===== src/osp_map.svh =====
// osp_map.svh: register addresses, field positions, reset values and counts
// assumes byte addresses on the register port and 8-bit register data
`ifndef OSP_MAP_SVH
`define OSP_MAP_SVH

`define OSP_ADDR_SETTLE       32'hFFFFF6C0
`define OSP_ADDR_RING         32'hFFFFF80C
`define OSP_ADDR_SERCLK       32'hFFFFF868

`define OSP_RST_SETTLE        3'h3
`define OSP_RST_RING          1'h0
`define OSP_RST_SER_EN        1'h0
`define OSP_RST_SER_THRU      1'h0
`define OSP_RST_SER_DIV       2'h0

`define OSP_BIT_RING_HALT     0
`define OSP_BIT_SER_EN        4
`define OSP_BIT_SER_THRU      3
`define OSP_BIT_SER_DIV_HI    1
`define OSP_BIT_SER_DIV_LO    0
`define OSP_BIT_SETTLE_HI     2
`define OSP_BIT_SETTLE_LO     0

`define OSP_SETTLE_BASE_EXP   5'h0A
`define OSP_SETTLE_MAX_CODE   3'h6
`define OSP_SETTLE_CNT_W      17

`define OSP_SER_DIV_BASE      3'h2
`define OSP_PLL_X12_MULT      4'hC
`define OSP_PLL_X10_MULT      4'hA
`define OSP_PRE_THRU_VAL      3'h1
`define OSP_PRE_DIV_BASE      3'h2
`define OSP_SYSDIV_CODE_1     2'h3
`define OSP_SYSDIV_CODE_2     2'h2
`define OSP_SYSDIV_VAL_1      3'h1
`define OSP_SYSDIV_VAL_2      3'h2
`define OSP_SYSDIV_VAL_4      3'h4

`endif


===== src/osp_pkg.sv =====
// osp_pkg.sv: state types of the settle and clock select block
// assumes osp_map.svh for all numeric constants
`default_nettype none
package osp_pkg;

    typedef struct packed {
        logic       s1;
        logic       s2;
        logic       s3;
        logic       level;
        logic       rise;
    } osp_sync_t;

    typedef struct packed {
        logic        busy;
        logic        done;
        logic [2:0]  code;
        logic [16:0] cnt;
    } osp_timer_t;

    typedef struct packed {
        logic       ring_halt;
        logic [2:0] settle_code;
        logic       ser_en;
        logic       ser_thru;
        logic [1:0] ser_div;
        logic [7:0] rdata;
        logic [2:0] ser_cnt;
        logic       ser_clk;
        logic [3:0] a_mult;
        logic [4:0] a_div;
        logic [3:0] b_mult;
        logic [4:0] b_div;
    } osp_top_t;

endpackage : osp_pkg
`default_nettype wire


===== src/osp_settle_if.sv =====
// osp_settle_if.sv: link between the register side and the settle timer
// assumes one clock shared by both ends
`default_nettype none
interface osp_settle_if;
    logic       start;
    logic [2:0] code;
    logic       osc_tick;
    logic       busy;
    logic       done;

    modport ctrl  (output start, output code, output osc_tick, input busy, input done);
    modport timer (input start, input code, input osc_tick, output busy, output done);
endinterface : osp_settle_if
`default_nettype wire


===== src/osp_pin_sync.sv =====
// osp_pin_sync.sv: three-stage synchroniser with agreement filter
// assumes the pin is asynchronous to clk
`include "osp_map.svh"
`default_nettype none
module osp_pin_sync (
    input  wire logic clk,
    input  wire logic rst,
    input  wire logic pin,
    output logic      level,
    output logic      rise
);
    import osp_pkg::*;

    osp_sync_t st;
    osp_sync_t next_st;

    always_comb begin
        next_st       = st;
        next_st.s1    = pin;
        next_st.s2    = st.s1;
        next_st.s3    = st.s2;
        next_st.rise  = 1'b0;
        // only a level seen on two stages counts
        if (st.s2 == st.s3) begin
            next_st.level = st.s3;
            next_st.rise  = st.s3 & ~st.level;
        end
    end

    always_ff @(posedge clk) begin
        if (rst) begin
            st <= '0;
        end else begin
            st <= next_st;
        end
    end

    assign level = st.level;
    assign rise  = st.rise;
endmodule // osp_pin_sync
`default_nettype wire


===== src/osp_settle_timer.sv =====
// osp_settle_timer.sv: power-of-two settle counter on main oscillator ticks
// assumes osc_tick is one cycle per main oscillator rising edge
`include "osp_map.svh"
`default_nettype none
module osp_settle_timer #(
    parameter int CNT_W = `OSP_SETTLE_CNT_W
) (
    input  wire logic clk,
    input  wire logic rst,
    osp_settle_if.timer sif
);
    import osp_pkg::*;

    if (CNT_W != `OSP_SETTLE_CNT_W) begin : g_bad_width
        $error("osp_settle_timer: counter width must hold the longest wait");
    end

    osp_timer_t st;
    osp_timer_t next_st;
    logic [2:0]  eff_code;
    logic [4:0]  exp_val;
    logic [16:0] last_val;

    always_comb begin
        // prohibited code falls back to the longest wait, never a short one
        eff_code = (st.code > `OSP_SETTLE_MAX_CODE) ? `OSP_SETTLE_MAX_CODE : st.code;
        exp_val  = `OSP_SETTLE_BASE_EXP + {2'h0, eff_code};
        // last count is 2^n - 1, so the wait is exactly 2^n ticks
        last_val = (17'h1 << exp_val) - 17'h1;
        next_st      = st;
        next_st.done = 1'b0;
        if (sif.start) begin
            next_st.busy = 1'b1;
            next_st.code = sif.code;
            next_st.cnt  = '0;
        end else if (st.busy && sif.osc_tick) begin
            // counts main oscillator periods, releases at 2^n
            if (st.cnt == last_val) begin
                next_st.busy = 1'b0;
                next_st.done = 1'b1;
                next_st.cnt  = '0;
            end else begin
                next_st.cnt = st.cnt + 17'h1;
            end
        end
    end

    always_ff @(posedge clk) begin
        if (rst) begin
            // the wait after reset uses the reset code
            st.busy <= 1'b1;
            st.done <= 1'b0;
            st.code <= `OSP_RST_SETTLE;
            st.cnt  <= '0;
        end else begin
            st <= next_st;
        end
    end

    assign sif.busy = st.busy;
    assign sif.done = st.done;
endmodule // osp_settle_timer
`default_nettype wire


===== src/osp_clock_ctrl.sv =====
// osp_clock_ctrl.sv: ring oscillator stop, settle wait select, serial extended
// clock prescaler and the two PLL ratio paths of the clock generator
// assumes software writes whole bytes and one clock MCLK; oscillator and PLL
// clocks arrive as pins and are sampled
//
// Functional notes
// - ring osc register: bit 0 stops oscillator, reset zero, upper bits read zero
// - settle select register resets to three, three writable bits, rest read zero
// - settle codes 0..6 give 2^10..2^16 oscillator periods; code 7 prohibited
// - selected interval applies on STOP release and on idle release
// - serial prescaler bit 4 enables extended clock; register resets to zero
// - serial prescaler bit 3 passes the PLL peripheral clock undivided
// - serial prescaler bits 1:0 divide by 2, 3, 4 or 5
// - first PLL multiplies by 12, second by 10
// - clock-through mode passes input clock without multiplication
// - PLL output is osc times multiplier over prescaler and system divider
// - normal operation resumes only after the settle wait elapses
`include "osp_map.svh"
`default_nettype none
module osp_clock_ctrl #(
    parameter int ADDR_W = 32,
    parameter int DATA_W = 8
) (
    input  wire logic              MCLK,
    input  wire logic              RESET,
    input  wire logic [ADDR_W-1:0] REG_ADDR,
    input  wire logic [DATA_W-1:0] REG_WDATA,
    input  wire logic              REG_WR,
    input  wire logic              REG_RD,
    output logic      [DATA_W-1:0] REG_RDATA,
    input  wire logic              MAIN_OSC_CLOCK,
    input  wire logic              PLL_PERIPHERAL_CLOCK,
    input  wire logic              STOP_RELEASE,
    input  wire logic              IDLE_RELEASE,
    input  wire logic              CLOCK_THROUGH,
    input  wire logic [1:0]        PLL_A_PRE_CODE,
    input  wire logic              PLL_A_PRE_THRU,
    input  wire logic [1:0]        PLL_B_PRE_CODE,
    input  wire logic              PLL_B_PRE_THRU,
    input  wire logic [1:0]        SYS_DIV_CODE,
    output logic                   RING_OSC_HALT,
    output logic                   CLOCKS_RELEASED,
    output logic                   SETTLE_DONE,
    output logic                   SERIAL_EXT_CLK,
    output logic [3:0]             PLL_X12_MULT,
    output logic [4:0]             PLL_X12_DIV,
    output logic [3:0]             PLL_X10_MULT,
    output logic [4:0]             PLL_X10_DIV
);
    import osp_pkg::*;

    if (ADDR_W != 32 || DATA_W != 8) begin : g_bad_bus
        $error("osp_clock_ctrl: register port must be 32-bit address, 8-bit data");
    end

    osp_top_t st;
    osp_top_t next_st;

    osp_settle_if sif ();

    logic       osc_rise;
    logic       pclk_level;
    logic       pclk_rise;
    logic       hit_settle;
    logic       hit_ring;
    logic       hit_serclk;
    logic [2:0] ser_n;
    logic [2:0] ser_half;
    logic [2:0] ser_cnt_next;
    logic [2:0] sys_div;
    logic [2:0] pre_a;
    logic [2:0] pre_b;

    osp_pin_sync u_osc_sync (
        .clk   (MCLK),
        .rst   (RESET),
        .pin   (MAIN_OSC_CLOCK),
        .level (),
        .rise  (osc_rise)
    );

    osp_pin_sync u_pclk_sync (
        .clk   (MCLK),
        .rst   (RESET),
        .pin   (PLL_PERIPHERAL_CLOCK),
        .level (pclk_level),
        .rise  (pclk_rise)
    );

    osp_settle_timer #(
        .CNT_W (`OSP_SETTLE_CNT_W)
    ) u_timer (
        .clk (MCLK),
        .rst (RESET),
        .sif (sif.timer)
    );

    // stop release waits for stabilization, idle release for setup
    assign sif.start    = STOP_RELEASE | IDLE_RELEASE;
    assign sif.code     = st.settle_code;
    assign sif.osc_tick = osc_rise;

    assign hit_settle = (REG_ADDR == `OSP_ADDR_SETTLE);
    assign hit_ring   = (REG_ADDR == `OSP_ADDR_RING);
    assign hit_serclk = (REG_ADDR == `OSP_ADDR_SERCLK);

    // serial divider: code 0..3 divides by 2..5
    assign ser_n    = `OSP_SER_DIV_BASE + {1'b0, st.ser_div};
    assign ser_half = ser_n >> 1;

    always_comb begin
        if (st.ser_cnt >= ser_n - 3'h1) begin
            ser_cnt_next = 3'h0;
        end else begin
            ser_cnt_next = st.ser_cnt + 3'h1;
        end
    end

    // input prescaler: through gives 1, else code 0..3 gives 2..5
    assign pre_a = PLL_A_PRE_THRU ? `OSP_PRE_THRU_VAL
                                  : `OSP_PRE_DIV_BASE + {1'b0, PLL_A_PRE_CODE};
    assign pre_b = PLL_B_PRE_THRU ? `OSP_PRE_THRU_VAL
                                  : `OSP_PRE_DIV_BASE + {1'b0, PLL_B_PRE_CODE};

    // system divider; the prohibited code is treated as the slowest
    always_comb begin
        unique case (SYS_DIV_CODE)
            `OSP_SYSDIV_CODE_1: begin
                sys_div = `OSP_SYSDIV_VAL_1;
            end
            `OSP_SYSDIV_CODE_2: begin
                sys_div = `OSP_SYSDIV_VAL_2;
            end
            default: begin
                sys_div = `OSP_SYSDIV_VAL_4;
            end
        endcase
    end

    always_comb begin
        next_st       = st;
        next_st.rdata = 8'h00;

        // register writes; every write carries the whole byte
        if (REG_WR) begin
            if (hit_ring) begin
                next_st.ring_halt = REG_WDATA[`OSP_BIT_RING_HALT];
            end
            if (hit_settle) begin
                next_st.settle_code = REG_WDATA[`OSP_BIT_SETTLE_HI:`OSP_BIT_SETTLE_LO];
            end
            // no lock against PLL mode here: software keeps it stable
            if (hit_serclk) begin
                next_st.ser_en   = REG_WDATA[`OSP_BIT_SER_EN];
                next_st.ser_thru = REG_WDATA[`OSP_BIT_SER_THRU];
                next_st.ser_div  = REG_WDATA[`OSP_BIT_SER_DIV_HI:`OSP_BIT_SER_DIV_LO];
            end
        end

        // reads answer one cycle later; unmapped and reserved bits read zero
        if (REG_RD) begin
            if (hit_ring) begin
                next_st.rdata[`OSP_BIT_RING_HALT] = st.ring_halt;
            end
            if (hit_settle) begin
                next_st.rdata[`OSP_BIT_SETTLE_HI:`OSP_BIT_SETTLE_LO] = st.settle_code;
            end
            if (hit_serclk) begin
                next_st.rdata[`OSP_BIT_SER_EN]   = st.ser_en;
                next_st.rdata[`OSP_BIT_SER_THRU] = st.ser_thru;
                next_st.rdata[`OSP_BIT_SER_DIV_HI:`OSP_BIT_SER_DIV_LO] = st.ser_div;
            end
        end

        // extended clock; held low while disabled
        if (!st.ser_en) begin
            next_st.ser_cnt = 3'h0;
            next_st.ser_clk = 1'b0;
        end else if (st.ser_thru) begin
            next_st.ser_cnt = 3'h0;
            next_st.ser_clk = pclk_level;
        end else if (pclk_rise) begin
            // odd ratios give an uneven duty cycle, period is exact
            next_st.ser_cnt = ser_cnt_next;
            next_st.ser_clk = (ser_cnt_next < ser_half);
        end

        // PLL ratios; clock-through bypasses multiplication
        if (CLOCK_THROUGH) begin
            next_st.a_mult = 4'h1;
            next_st.a_div  = 5'h01;
            next_st.b_mult = 4'h1;
            next_st.b_div  = 5'h01;
        end else begin
            next_st.a_mult = `OSP_PLL_X12_MULT;
            next_st.b_mult = `OSP_PLL_X10_MULT;
            next_st.a_div  = 5'(pre_a) * 5'(sys_div);
            next_st.b_div  = 5'(pre_b) * 5'(sys_div);
        end
    end

    always_ff @(posedge MCLK) begin
        if (RESET) begin
            st.ring_halt   <= `OSP_RST_RING;
            st.settle_code <= `OSP_RST_SETTLE;
            st.ser_en      <= `OSP_RST_SER_EN;
            st.ser_thru    <= `OSP_RST_SER_THRU;
            st.ser_div     <= `OSP_RST_SER_DIV;
            st.rdata       <= 8'h00;
            st.ser_cnt     <= 3'h0;
            st.ser_clk     <= 1'b0;
            st.a_mult      <= 4'h1;
            st.a_div       <= 5'h01;
            st.b_mult      <= 4'h1;
            st.b_div       <= 5'h01;
        end else begin
            st <= next_st;
        end
    end

    assign REG_RDATA       = st.rdata;
    assign RING_OSC_HALT   = st.ring_halt;
    // internal clocks held until the settle counter lets go
    assign CLOCKS_RELEASED = ~sif.busy;
    assign SETTLE_DONE     = sif.done;
    assign SERIAL_EXT_CLK  = st.ser_clk;
    assign PLL_X12_MULT    = st.a_mult;
    assign PLL_X12_DIV     = st.a_div;
    assign PLL_X10_MULT    = st.b_mult;
    assign PLL_X10_DIV     = st.b_div;
endmodule // osp_clock_ctrl
`default_nettype wire


===== config.mk =====
export PLATFORM = sky130hd
export DESIGN_NAME = osp_clock_ctrl
export DESIGN_NICKNAME = d
export VERILOG_FILES = /design/src/osp_pkg.sv /design/src/osp_settle_if.sv /design/src/osp_pin_sync.sv /design/src/osp_settle_timer.sv /design/src/osp_clock_ctrl.sv
export VERILOG_INCLUDE_DIRS = /design/src
export SDC_FILE = /design/constraint.sdc
export NUM_CORES = 1
export LEC_CHECK = 0
export BUFFER_PORTS_ARGS = -buffer_cell sky130_fd_sc_hd__buf_4
export CORE_ASPECT_RATIO = 1.75
export CORE_MARGIN = 4
export CORE_UTILIZATION = 48
export CTS_CLUSTER_DIAMETER = 30
export DETAILED_ROUTE_END_ITERATION = 12
export HOLD_SLACK_MARGIN = 0.05
export PLACE_DENSITY = 0.72
export SYNTH_ARGS = -nofsm -noshare
export SYNTH_HDL_FRONTEND = slang
export SYNTH_SLANG_ARGS = --single-unit

===== constraint.sdc =====
create_clock -name MCLK -period 3 [get_ports MCLK]
set_input_delay 0.45 -clock MCLK [delete_from_list [all_inputs] [get_ports MCLK]]
set_output_delay 0.45 -clock MCLK [all_outputs]
set_load 0.02 [all_outputs]

==> results of run 1 <==
[flip-flops by register name (all words and copies together) (netlist names), 2 cells and up]
signal	flops
PLL_X10_DIV	5
PLL_X10_MULT	2
PLL_X12_DIV	5
REG_RDATA	5
sif.code	3
st	7
u_osc_sync.next_st	2
u_pclk_sync.next_st	2
u_timer.st	20
[where the power goes]
part / total [mW] / switching (mW) / internal (mW)
clock: 0.984 / 0.330 / 0.654
combinational: 0.160 / 0.0791 / 0.0813
sequential: 0.829 / 0.00606 / 0.823
total: 1.97 / 0.415 / 1.56
[cell type report]
class	count	area, um2	share of cell area (%)
multi-input combinational	257	1820	44.2
sequential	61	1220	29.7
timing repair buffer	81	608	14.8
clock buffer	12	246	5.99
tap	84	105	2.55
inverter	21	78.8	1.92
clock inverter	2	35.0	0.852
[critical path, cell delays in order (launching register included)]
cell and delay, ns:
sky130_fd_sc_hd__dfxtp_1 0.46, sky130_fd_sc_hd__inv_1 0.10, sky130_fd_sc_hd__ha_1 0.35, sky130_fd_sc_hd__nor4b_2 0.26, sky130_fd_sc_hd__xnor3_1 0.29, sky130_fd_sc_hd__nand2_1 0.09
sky130_fd_sc_hd__nor3_4 0.60, sky130_fd_sc_hd__and3_2 0.31
[timing repair]
action,4_1_cts,5_1_grt
gates resized for setup,0,1
setup buffers,0,0
endpoints found under the setup margin,0,14
[metal layers]
| layer | GRT usage [%] | share of wire (%) | vias to the layer above |
|---|---|---|---|
| li1 | - | - | 1380 |
| met2 | 35.8 | 58 | 71 |
| met4 | 7.65 | 1.8 | 0 |
| met1 | 18.1 | 35 | 1305 |
| met5 | 0 | 0 | - |
| met3 | 5.62 | 5.4 | 11 |
[synth_stat cells (2+ instances only)]
cell	number	area, um2
sky130_fd_sc_hd__buf_4	26	195
sky130_fd_sc_hd__xor2_1	13	114
sky130_fd_sc_hd__or2_2	3	18.8
sky130_fd_sc_hd__nor2b_1	9	56.3
sky130_fd_sc_hd__ha_1	17	213
sky130_fd_sc_hd__nor3_1	12	60.1
sky130_fd_sc_hd__nor4_1	2	12.5
sky130_fd_sc_hd__buf_6	2	22.5
sky130_fd_sc_hd__xnor2_1	12	105
sky130_fd_sc_hd__a211oi_2	10	125
sky130_fd_sc_hd__and3_1	4	25.0
sky130_fd_sc_hd__clkbuf_1	4	15.0
sky130_fd_sc_hd__nand2b_1	7	43.8
sky130_fd_sc_hd__nand3_1	18	90.1
sky130_fd_sc_hd__dfxtp_1	61	1220
sky130_fd_sc_hd__nand4b_1	3	26.3
sky130_fd_sc_hd__or3_1	3	18.8
sky130_fd_sc_hd__fa_1	4	80.1
sky130_fd_sc_hd__inv_1	20	75.1
sky130_fd_sc_hd__mux2i_1	4	40.0
sky130_fd_sc_hd__a21oi_1	14	70.1
sky130_fd_sc_hd__buf_2	2	10.0
sky130_fd_sc_hd__a211oi_1	3	22.5
sky130_fd_sc_hd__and2_1	10	62.6
sky130_fd_sc_hd__nor4_2	3	37.5
sky130_fd_sc_hd__nand2_1	21	78.8
sky130_fd_sc_hd__o21ai_0	19	95.1
sky130_fd_sc_hd__nand4_1	11	68.8
sky130_fd_sc_hd__nor2_1	27	101
[final timing paths]
path	startpoint	end	cells after the start
setup / recovery	u_timer.st[18]$_SDFFE_PP1P_	u_timer.sif.done$_SDFF_PP0_	7
hold reg to reg	st[33]$_SDFFE_PP0P_	REG_RDATA[4]$_SDFF_PP0_	1
hold / removal	MAIN_OSC_CLOCK	u_osc_sync.next_st[3]$_SDFF_PP0_	2
setup reg to reg	u_timer.st[18]$_SDFFE_PP1P_	u_timer.sif.done$_SDFF_PP0_	7
[kinds of logic after synthesis]
| kind of cell | synth area share [%] |
|---|---|
| xor+xnor | 7.23 |
| simple gates | 24.7 |
| buf+inv | 9.63 |
| other cells | 0.112 |
| mux | 1.20 |
| flops | 36.6 |
| compound gates | 11.8 |
| fa+ha+maj | 8.76 |
==> qor.yml, run 1 <==
worst_setup_path_start_kind: "flop"
nNetsFinal: 509
tritoncts_num_sinks: 61
place_ws_ns: 0.114
final-hold-violation-count: 0
hold_ws_ns: 0.342
avgRoutedWirePerCell_um: 14.2
initial_antenna_violation_count: 0
max_clock_freq_ghz: 0.396
gpl.final_weighted_congestion: 0.752
filler_cell_count: 644
arrival_ns: 2.79
die_area_um2: 8410
route.vias.total: 2767
grt_pass1_vias: 2938
num_antenna_cells: 0
postRouteWirelength_mm: 7.37
layout-drive-gt1-share_pct: 26.5
timing.final.crit_period_ns: 2.53
clk_pin_slew_ns: 0.05
num_rows: 40
drt_pass1_iterations: 4
netlist-cell-type-count: 54
cellLeakagePower_nw: 1.63
core_um2: 6810
syn_area_um2: 3340
worst-slew-pin-transition_ns: 0.836
async_reset_ff_share_pct: 0
yosysWarnings: 0
worst-endpoint-required_ns: 3.27
power_density_nw_per_um2: 480
number_of_enable_flip_flop_cells_after_synthesis: 0
min-delay-path-class: "in2reg"
detail_route.vias_per_cell: 5.34
max_cap_violations: 0
layout_setup_ws_ns: 0.472
die_w_um: 71.1
cts.root.buffer_cell: "sky130_fd_sc_hd__clkbuf_16"
timing.reg2reg.setup_slack_ns: 0.47
outcome: "finished clean"
yosys_most_used_dff: "sky130_fd_sc_hd__dfxtp_1"
layout.core_utilization_pct: 60.4
power.ir.vdd_worst_v: 0.000325
ys_seq_elements: 61
fin_worst_skew_ns: 0.00690
layout_commonest_cell: "sky130_fd_sc_hd__buf_4"
initial_core_util_pct: 49.1
die-height_um: 118
place.detailed.instances: 504
clk-insertion-delay-late_ns: 0.32
io_buffers: 78
timing.final.max_slew_violations: 0
post_cts_hold_buffer_count: 0
setup_viol: 0
netlist_instances: 369
global_route.overflow_total: 0
relSlewSlack_pct: 44.1
total_power_mw: 1.97
ys_seq_area_share_pct: 36.6
place_hpwl_mm: 5.81
longest_clk_path_bufs: 2
most-common-layout-cells: "sky130_fd_sc_hd__buf_4, sky130_fd_sc_hd__dfxtp_1, sky130_fd_sc_hd__nor2_1"
totalNegativeSetupSlack_ns: 0
drc: 0
htree_levels: 3
syn_to_final_growth_pct: 23.1
track_usage_pct: 18.8
cts_tree: "built"
cts-buffers-inserted: 9
drtAntennaViolNets: 0
pin_count_of_the_biggest_net_entering_global_routing: 18
critical_path_class: "reg2reg"
placed_cell_area_um2: 3830
cp_max_fo: 14
crit_path_end_kind: "flop"
io_pins: 87
period_utilization_post_route_pct: 84.3
synth.avg_cell_area_um2: 9.05
fin_area_um2: 4110
setup_repair_after_global_routing_missed_its_margin: "no"
drt_first_iter_violations: 126
global_route_wire_length_before_repair_mm: 12.7
final_cells: 518
Note: power is estimated with default switching activity, not from simulation.
==> run 2, diff against run 1 <==
CORE_UTILIZATION = 53   (was 48)
PLACE_DENSITY = 0.76   (was 0.72)
clock period = 2.5 ns   (was 3 ns; I/O delays follow)
==> qor.yml, run 2 (synthesized netlist as in run 1, its figures left out) <==
outcome: "finished clean"
global_route.overflow_total: 0  # unchanged
postRouteWirelength_mm: 7.32  # -0.60%
share_seq_of_total_power_pct: 45.6  # +3.6 points
power.share.clock_pct: 45.1  # -4.8 points
timing.final.max_slew_violations: 0  # unchanged
worst-slew-pin-transition_ns: 0.714  # -0.123 ns
max_flop_register: "u_timer.st"
power_density_nw_per_um2: 523  # +9.0%
power.ir.vdd_worst_v: 0.000409  # +26%
place_ws_ns: -0.158  # -0.272 ns
logic_pwr_share_pct: 9.4  # +1.3 points
layout.core_utilization_pct: 67.4  # +6.9 points
place_hpwl_mm: 5.88  # +1.2%
drt_pass1_iterations: 5  # +1
worst-endpoint-required_ns: 2.78  # -0.49 ns
period_utilization_post_route_pct: 92.1  # +7.8 points
layout_setup_ws_ns: 0.197  # -0.274 ns
cell_internal_pwr_mw: 1.70  # +9.4%
grt_pass1_vias: 2940  # +0.068%
setup_viol: 0  # unchanged
final_cells: 529  # +2.1%
drtAntennaViolNets: 0  # unchanged
cellLeakagePower_nw: 1.68  # +3.0%
worst_setup_path_start_kind: "flop"
max_cap_violations: 0  # unchanged
place.detailed.instances: 513  # +1.8%
post_cts_hold_buffer_count: 0  # unchanged
cp_max_fo: 14  # unchanged
critical_path.max_stage_delay_ns: 0.56  # -0.04 ns
final-hold-violation-count: 0  # unchanged
min-delay-path-class: "in2reg"
relSlewSlack_pct: 52.3  # +8.2 points
critPathSlowestCell: "sky130_fd_sc_hd__nor3_4"
crit_path_end_kind: "flop"
cts-buffers-inserted: 9  # unchanged
drt_first_iter_violations: 126  # unchanged
die-height_um: 113  # -4.5%
clk_pin_slew_ns: 0.07  # +0.02 ns
largest_register_ffs: 20  # unchanged
core_um2: 6180  # -9.2%
power_switching_share_pct: 21.7  # +0.66 points
most-common-layout-cells: "sky130_fd_sc_hd__buf_4, sky130_fd_sc_hd__dfxtp_1, sky130_fd_sc_hd__nor2_1"
max_clock_freq_ghz: 0.434  # +9.8%
cts_tree: "built"
cts.root.buffer_cell: "sky130_fd_sc_hd__clkbuf_8"
track_usage_pct: 21.4  # +2.5 points
initial_core_util_pct: 54.0  # +5.0 points
num_rows: 38  # -5.0%
total_switching_power_mw: 0.472  # +14%
critical_path.n_buffers_inverters: 1  # unchanged
die_w_um: 68.0  # -4.3%
longest_clk_path_bufs: 2  # unchanged
die_area_um2: 7690  # -8.6%
tritoncts_num_sinks: 61  # unchanged
pin_count_of_the_biggest_net_entering_global_routing: 18  # unchanged
global_route_wire_length_before_repair_mm: 12.5  # -1.6%
io_pins: 87  # unchanged
initial_antenna_violation_count: 0  # unchanged
layout-drive-gt1-share_pct: 29.8  # +3.3 points
arrival_ns: 2.58  # -0.21 ns
gpl.final_weighted_congestion: 0.791  # +5.1%
htree_levels: 3  # unchanged
drc: 0  # unchanged
critical_path_class: "reg2reg"
critical-path-top-delay-family: "simple AND/OR/NAND/NOR gates"
clk-insertion-delay-late_ns: 0.34  # +0.02 ns
detail_route.vias_per_cell: 5.29  # -0.91%
layout_commonest_cell: "sky130_fd_sc_hd__buf_4"
fin_worst_skew_ns: 0.00843  # +0.00153 ns
critical_path.cell_chain: "buf_4, ha_1, nor4b_2, xnor3_1, nand2_1, nor3_4, and3_2"
biggestRegsByFlops: "u_timer.st (20), st (7)"
route.vias.total: 2800  # +1.2%
num_antenna_cells: 0  # unchanged
nNetsFinal: 522  # +2.6%
setup_repair_after_global_routing_missed_its_margin: "no"
avgRoutedWirePerCell_um: 13.8  # -2.7%
syn_to_final_growth_pct: 24.7
timing.final.crit_period_ns: 2.30  # -0.226 ns
io_buffers: 78  # unchanged
## run 2: cell types whose count changed in the layout (fill, tap and decap cells not counted), sizes merged
cell    previous run  this run
buf               81        94
bufinv             1         2
clkinv             2         3
## run 2: final timing paths
check,start,to,slack (ns),depth (start not counted)
max reg2reg,u_timer.st[18]$_SDFFE_PP1P_,u_timer.sif.done$_SDFF_PP0_,0.20,7
max,u_timer.st[18]$_SDFFE_PP1P_,u_timer.sif.done$_SDFF_PP0_,0.20,7
min,MAIN_OSC_CLOCK,u_osc_sync.next_st[3]$_SDFF_PP0_,0.25,2
min reg2reg,st[33]$_SDFFE_PP0P_,REG_RDATA[4]$_SDFF_PP0_,0.45,1
## run 2: layout make-up
cell class | instances | area [um2]
Clock buffer | 12 | 155
Inverter | 21 | 78.8
Multi-Input combinational cell | 257 | 1830
Tap cell | 80 | 100
Sequential cell | 61 | 1220
Fill cell | 518 | 2020
Timing Repair Buffer | 94 | 706
Clock inverter | 4 | 70.1
## run 2: timing repair
item                       CTS  global route
hold endpoints to repair     0             0
setup endpoints to repair   14             0
gates resized for setup      1             0
setup buffers                0             0
## run 2: power by group through the flow
stage | Sequential [mW] | Combinational [mW] | Clock (mW)
6_report | 0.992 | 0.204 | 0.981
5_1_grt | 0.992 | 0.226 | 1.06
4_1_cts | 0.992 | 0.206 | 0.999
3_5_place_dp | 1.01 | 0.205 | 0
3_3_place_gp | 1.01 | 0.200 | 0
2_1_floorplan | 1.01 | 0.110 | 0
## run 2: metrics by stage
stage               hold slack, ns  setup TNS (ns)  cell area (um2)  power (mW)
floorplan                    0.414               0             3380        1.12
global route                 0.233               0             4170        2.27
global placement             0.436          -0.145             3930        1.21
CTS                          0.237               0             4170        2.20
finish                       0.251               0             4170        2.18
detailed placement           0.442          -0.711             3930        1.22
## run 2: metal layers
layer  GRT usage, %  up-vias  part of all wire, %
li1               -     1402                    -
met1           19.9     1300                   34
met2           39.6       79                   58
met3           7.55       19                  6.0
met4           9.30        0                  2.7
met5              0        -                    0
==> run 3, diff against run 2 <==
CORE_MARGIN = default   (was 4)
RECOVER_POWER = 50   (was default)
==> qor.yml, run 3 (synthesized netlist as in run 1, its figures left out) <==
outcome: "finished clean"
most-common-layout-cells: "sky130_fd_sc_hd__buf_4, sky130_fd_sc_hd__dfxtp_1, sky130_fd_sc_hd__nor2_1"
die-height_um: 107  # -5.3%
min-delay-path-class: "in2reg"
hold_start: "MAIN_OSC_CLOCK"
global_route_wire_length_before_repair_mm: 11.9  # -4.4%
biggestRegsByFlops: "u_timer.st (20), st (7)"
tritoncts_num_sinks: 61  # unchanged
postRouteWirelength_mm: 7.04  # -3.8%
drtAntennaViolNets: 0  # unchanged
final_cells: 524  # -0.95%
cellLeakagePower_nw: 1.58  # -6.1%
total_power_mw: 2.23  # +2.6%
crit_path_end_kind: "flop"
core_um2: 5970  # -3.4%
max_clock_freq_ghz: 0.429  # -1.2%
clk-insertion-delay-late_ns: 0.35  # about the same
cts_tree: "built"
critical_path.max_stage_delay_ns: 0.56  # about the same
layout-drive-gt1-share_pct: 24.2  # -5.6 points
track_usage_pct: 24.3  # +2.9 points
nNetsFinal: 519  # -0.57%
max_cap_violations: 0  # unchanged
place.detailed.instances: 508  # -0.97%
worst-endpoint-required_ns: 2.78  # about the same
longest_clk_path_bufs: 2  # unchanged
cp_max_fo: 14  # unchanged
critical_path.cell_chain: "buf_4, ha_1, nor4b_2, xnor3_1, nand2_1, nor3_4, and3_2"
drc: 0  # unchanged
relSlewSlack_pct: 45.9  # -6.3 points
gpl.final_weighted_congestion: 0.781  # -1.2%
timing.final.max_slew_violations: 0  # unchanged
totalNegativeSetupSlack_ns: 0  # unchanged
route.vias.total: 2815  # +0.54%
worstReg2RegStart: "u_timer.st[19]$_SDFFE_PP0P_"
cts-buffers-inserted: 9  # unchanged
worst_setup_path_start_kind: "flop"
detail_route.vias_per_cell: 5.37  # +1.5%
drt_pass1_iterations: 4  # -1
clk_pin_slew_ns: 0.07  # about the same
setup_repair_after_global_routing_missed_its_margin: "no"
arrival_ns: 2.61  # +0.03 ns
max_flop_register: "u_timer.st"
die_w_um: 62.0  # -8.8%
power_density_nw_per_um2: 549  # +5.1%
period_utilization_post_route_pct: 93.3  # +1.2 points
num_antenna_cells: 0  # unchanged
place_hpwl_mm: 5.51  # -6.3%
cts.root.buffer_cell: "sky130_fd_sc_hd__clkbuf_8"
fin_worst_skew_ns: 0.0101  # +0.00169 ns
num_rows: 37  # -2.6%
setup_viol: 0  # unchanged
timing.final.crit_period_ns: 2.33  # +0.0288 ns
power.ir.vdd_worst_v: 0.000393  # -3.8%
post_cts_buffers: 0  # unchanged
initial_core_util_pct: 55.9  # +1.9 points
worst-slew-pin-transition_ns: 0.811  # +0.0973 ns
largest_register_ffs: 20  # unchanged
layout_commonest_cell: "sky130_fd_sc_hd__buf_4"
io_buffers: 78  # unchanged
initial_antenna_violation_count: 0  # unchanged
final-hold-violation-count: 0  # unchanged
global_route.overflow_total: 0  # unchanged
filler_cell_count: 512  # -1.2%
htree_levels: 3  # unchanged
timing.critical_path.from: "u_timer.st[19]$_SDFFE_PP0P_"
io_pins: 87  # unchanged
critPathSlowestCell: "sky130_fd_sc_hd__nor3_4"
grt_pass1_vias: 2811  # -4.4%
die_area_um2: 6640  # -14%
avgRoutedWirePerCell_um: 13.4  # -2.9%
syn_to_final_growth_pct: 21.7
pin_count_of_the_biggest_net_entering_global_routing: 18  # unchanged
critical_path_class: "reg2reg"
drt_first_iter_violations: 108  # -14%
-- run 3: what timing repair did --
| item | in CTS | in global routing |
|---|---|---|
| hold buffers | 0 | 0 |
| endpoints found under the setup margin | 14 | 0 |
| gates resized for setup | 1 | 0 |
-- run 3: final cells by class --
cell class	instances	area [um2]	share of cell area [%]
inverter	21	78.8	1.94
multi-input combinational	257	1830	45.1
sequential	61	1220	30.0
tap	78	97.6	2.40
clock buffer	13	179	4.40
timing repair buffer	91	591	14.5
clock inverter	3	65.1	1.60
-- run 3: per-stage QoR --
| step | setup WS, ns | util (%) | hold WS, ns | area [um2] |
|---|---|---|---|---|
| 5_1_grt | 0.0170 | 68.1 | 0.250 | 4070 |
| 2_1_floorplan | 0.00320 | - | 0.414 | 3380 |
| 3_3_place_gp | -0.0863 | 65.5 | 0.424 | 3910 |
| 6_report | 0.169 | 68.1 | 0.245 | 4070 |
| 4_1_cts | 0.144 | 69.6 | 0.235 | 4160 |
| 3_5_place_dp | -0.133 | 65.5 | 0.427 | 3910 |
-- run 3: layer usage --
metal / vias up / routed length [um] / GRT usage, %
met5: - / 0 / 0
met4: 0 / 150 / 12.7
met3: 15 / 334 / 5.91
met2: 71 / 4000 / 44.8
met1: 1331 / 2560 / 22.8
li1: 1398 / - / -
-- run 3: worst paths after layout --
path | end | slack, ns | cells after the start
min reg2reg | u_pclk_sync.next_st[2]$_SDFF_PP0_ | 0.44 | 1
max | u_timer.sif.done$_SDFF_PP0_ | 0.17 | 7
min | u_osc_sync.next_st[3]$_SDFF_PP0_ | 0.24 | 2
max reg2reg | u_timer.sif.done$_SDFF_PP0_ | 0.17 | 7
-- run 3: power breakdown --
group	internal [mW]	leakage (nW)	switching (mW)	total, mW
logic	0.0955	0.958	0.0970	0.193
clock network	0.669	0.126	0.381	1.05
registers	0.985	0.494	0.00601	0.991
total	1.75	1.58	0.484	2.23
-- run 3: worst max-delay path, delay by kind of cell (launching register included) --
family | cells | cell delay [ns]
adders and majority gates | 1 | 0.24
buffers and inverters | 1 | 0.15
DFF | 1 | 0.32
and+or+nand+nor | 4 | 1.26
xor gates and xnor gates | 1 | 0.29
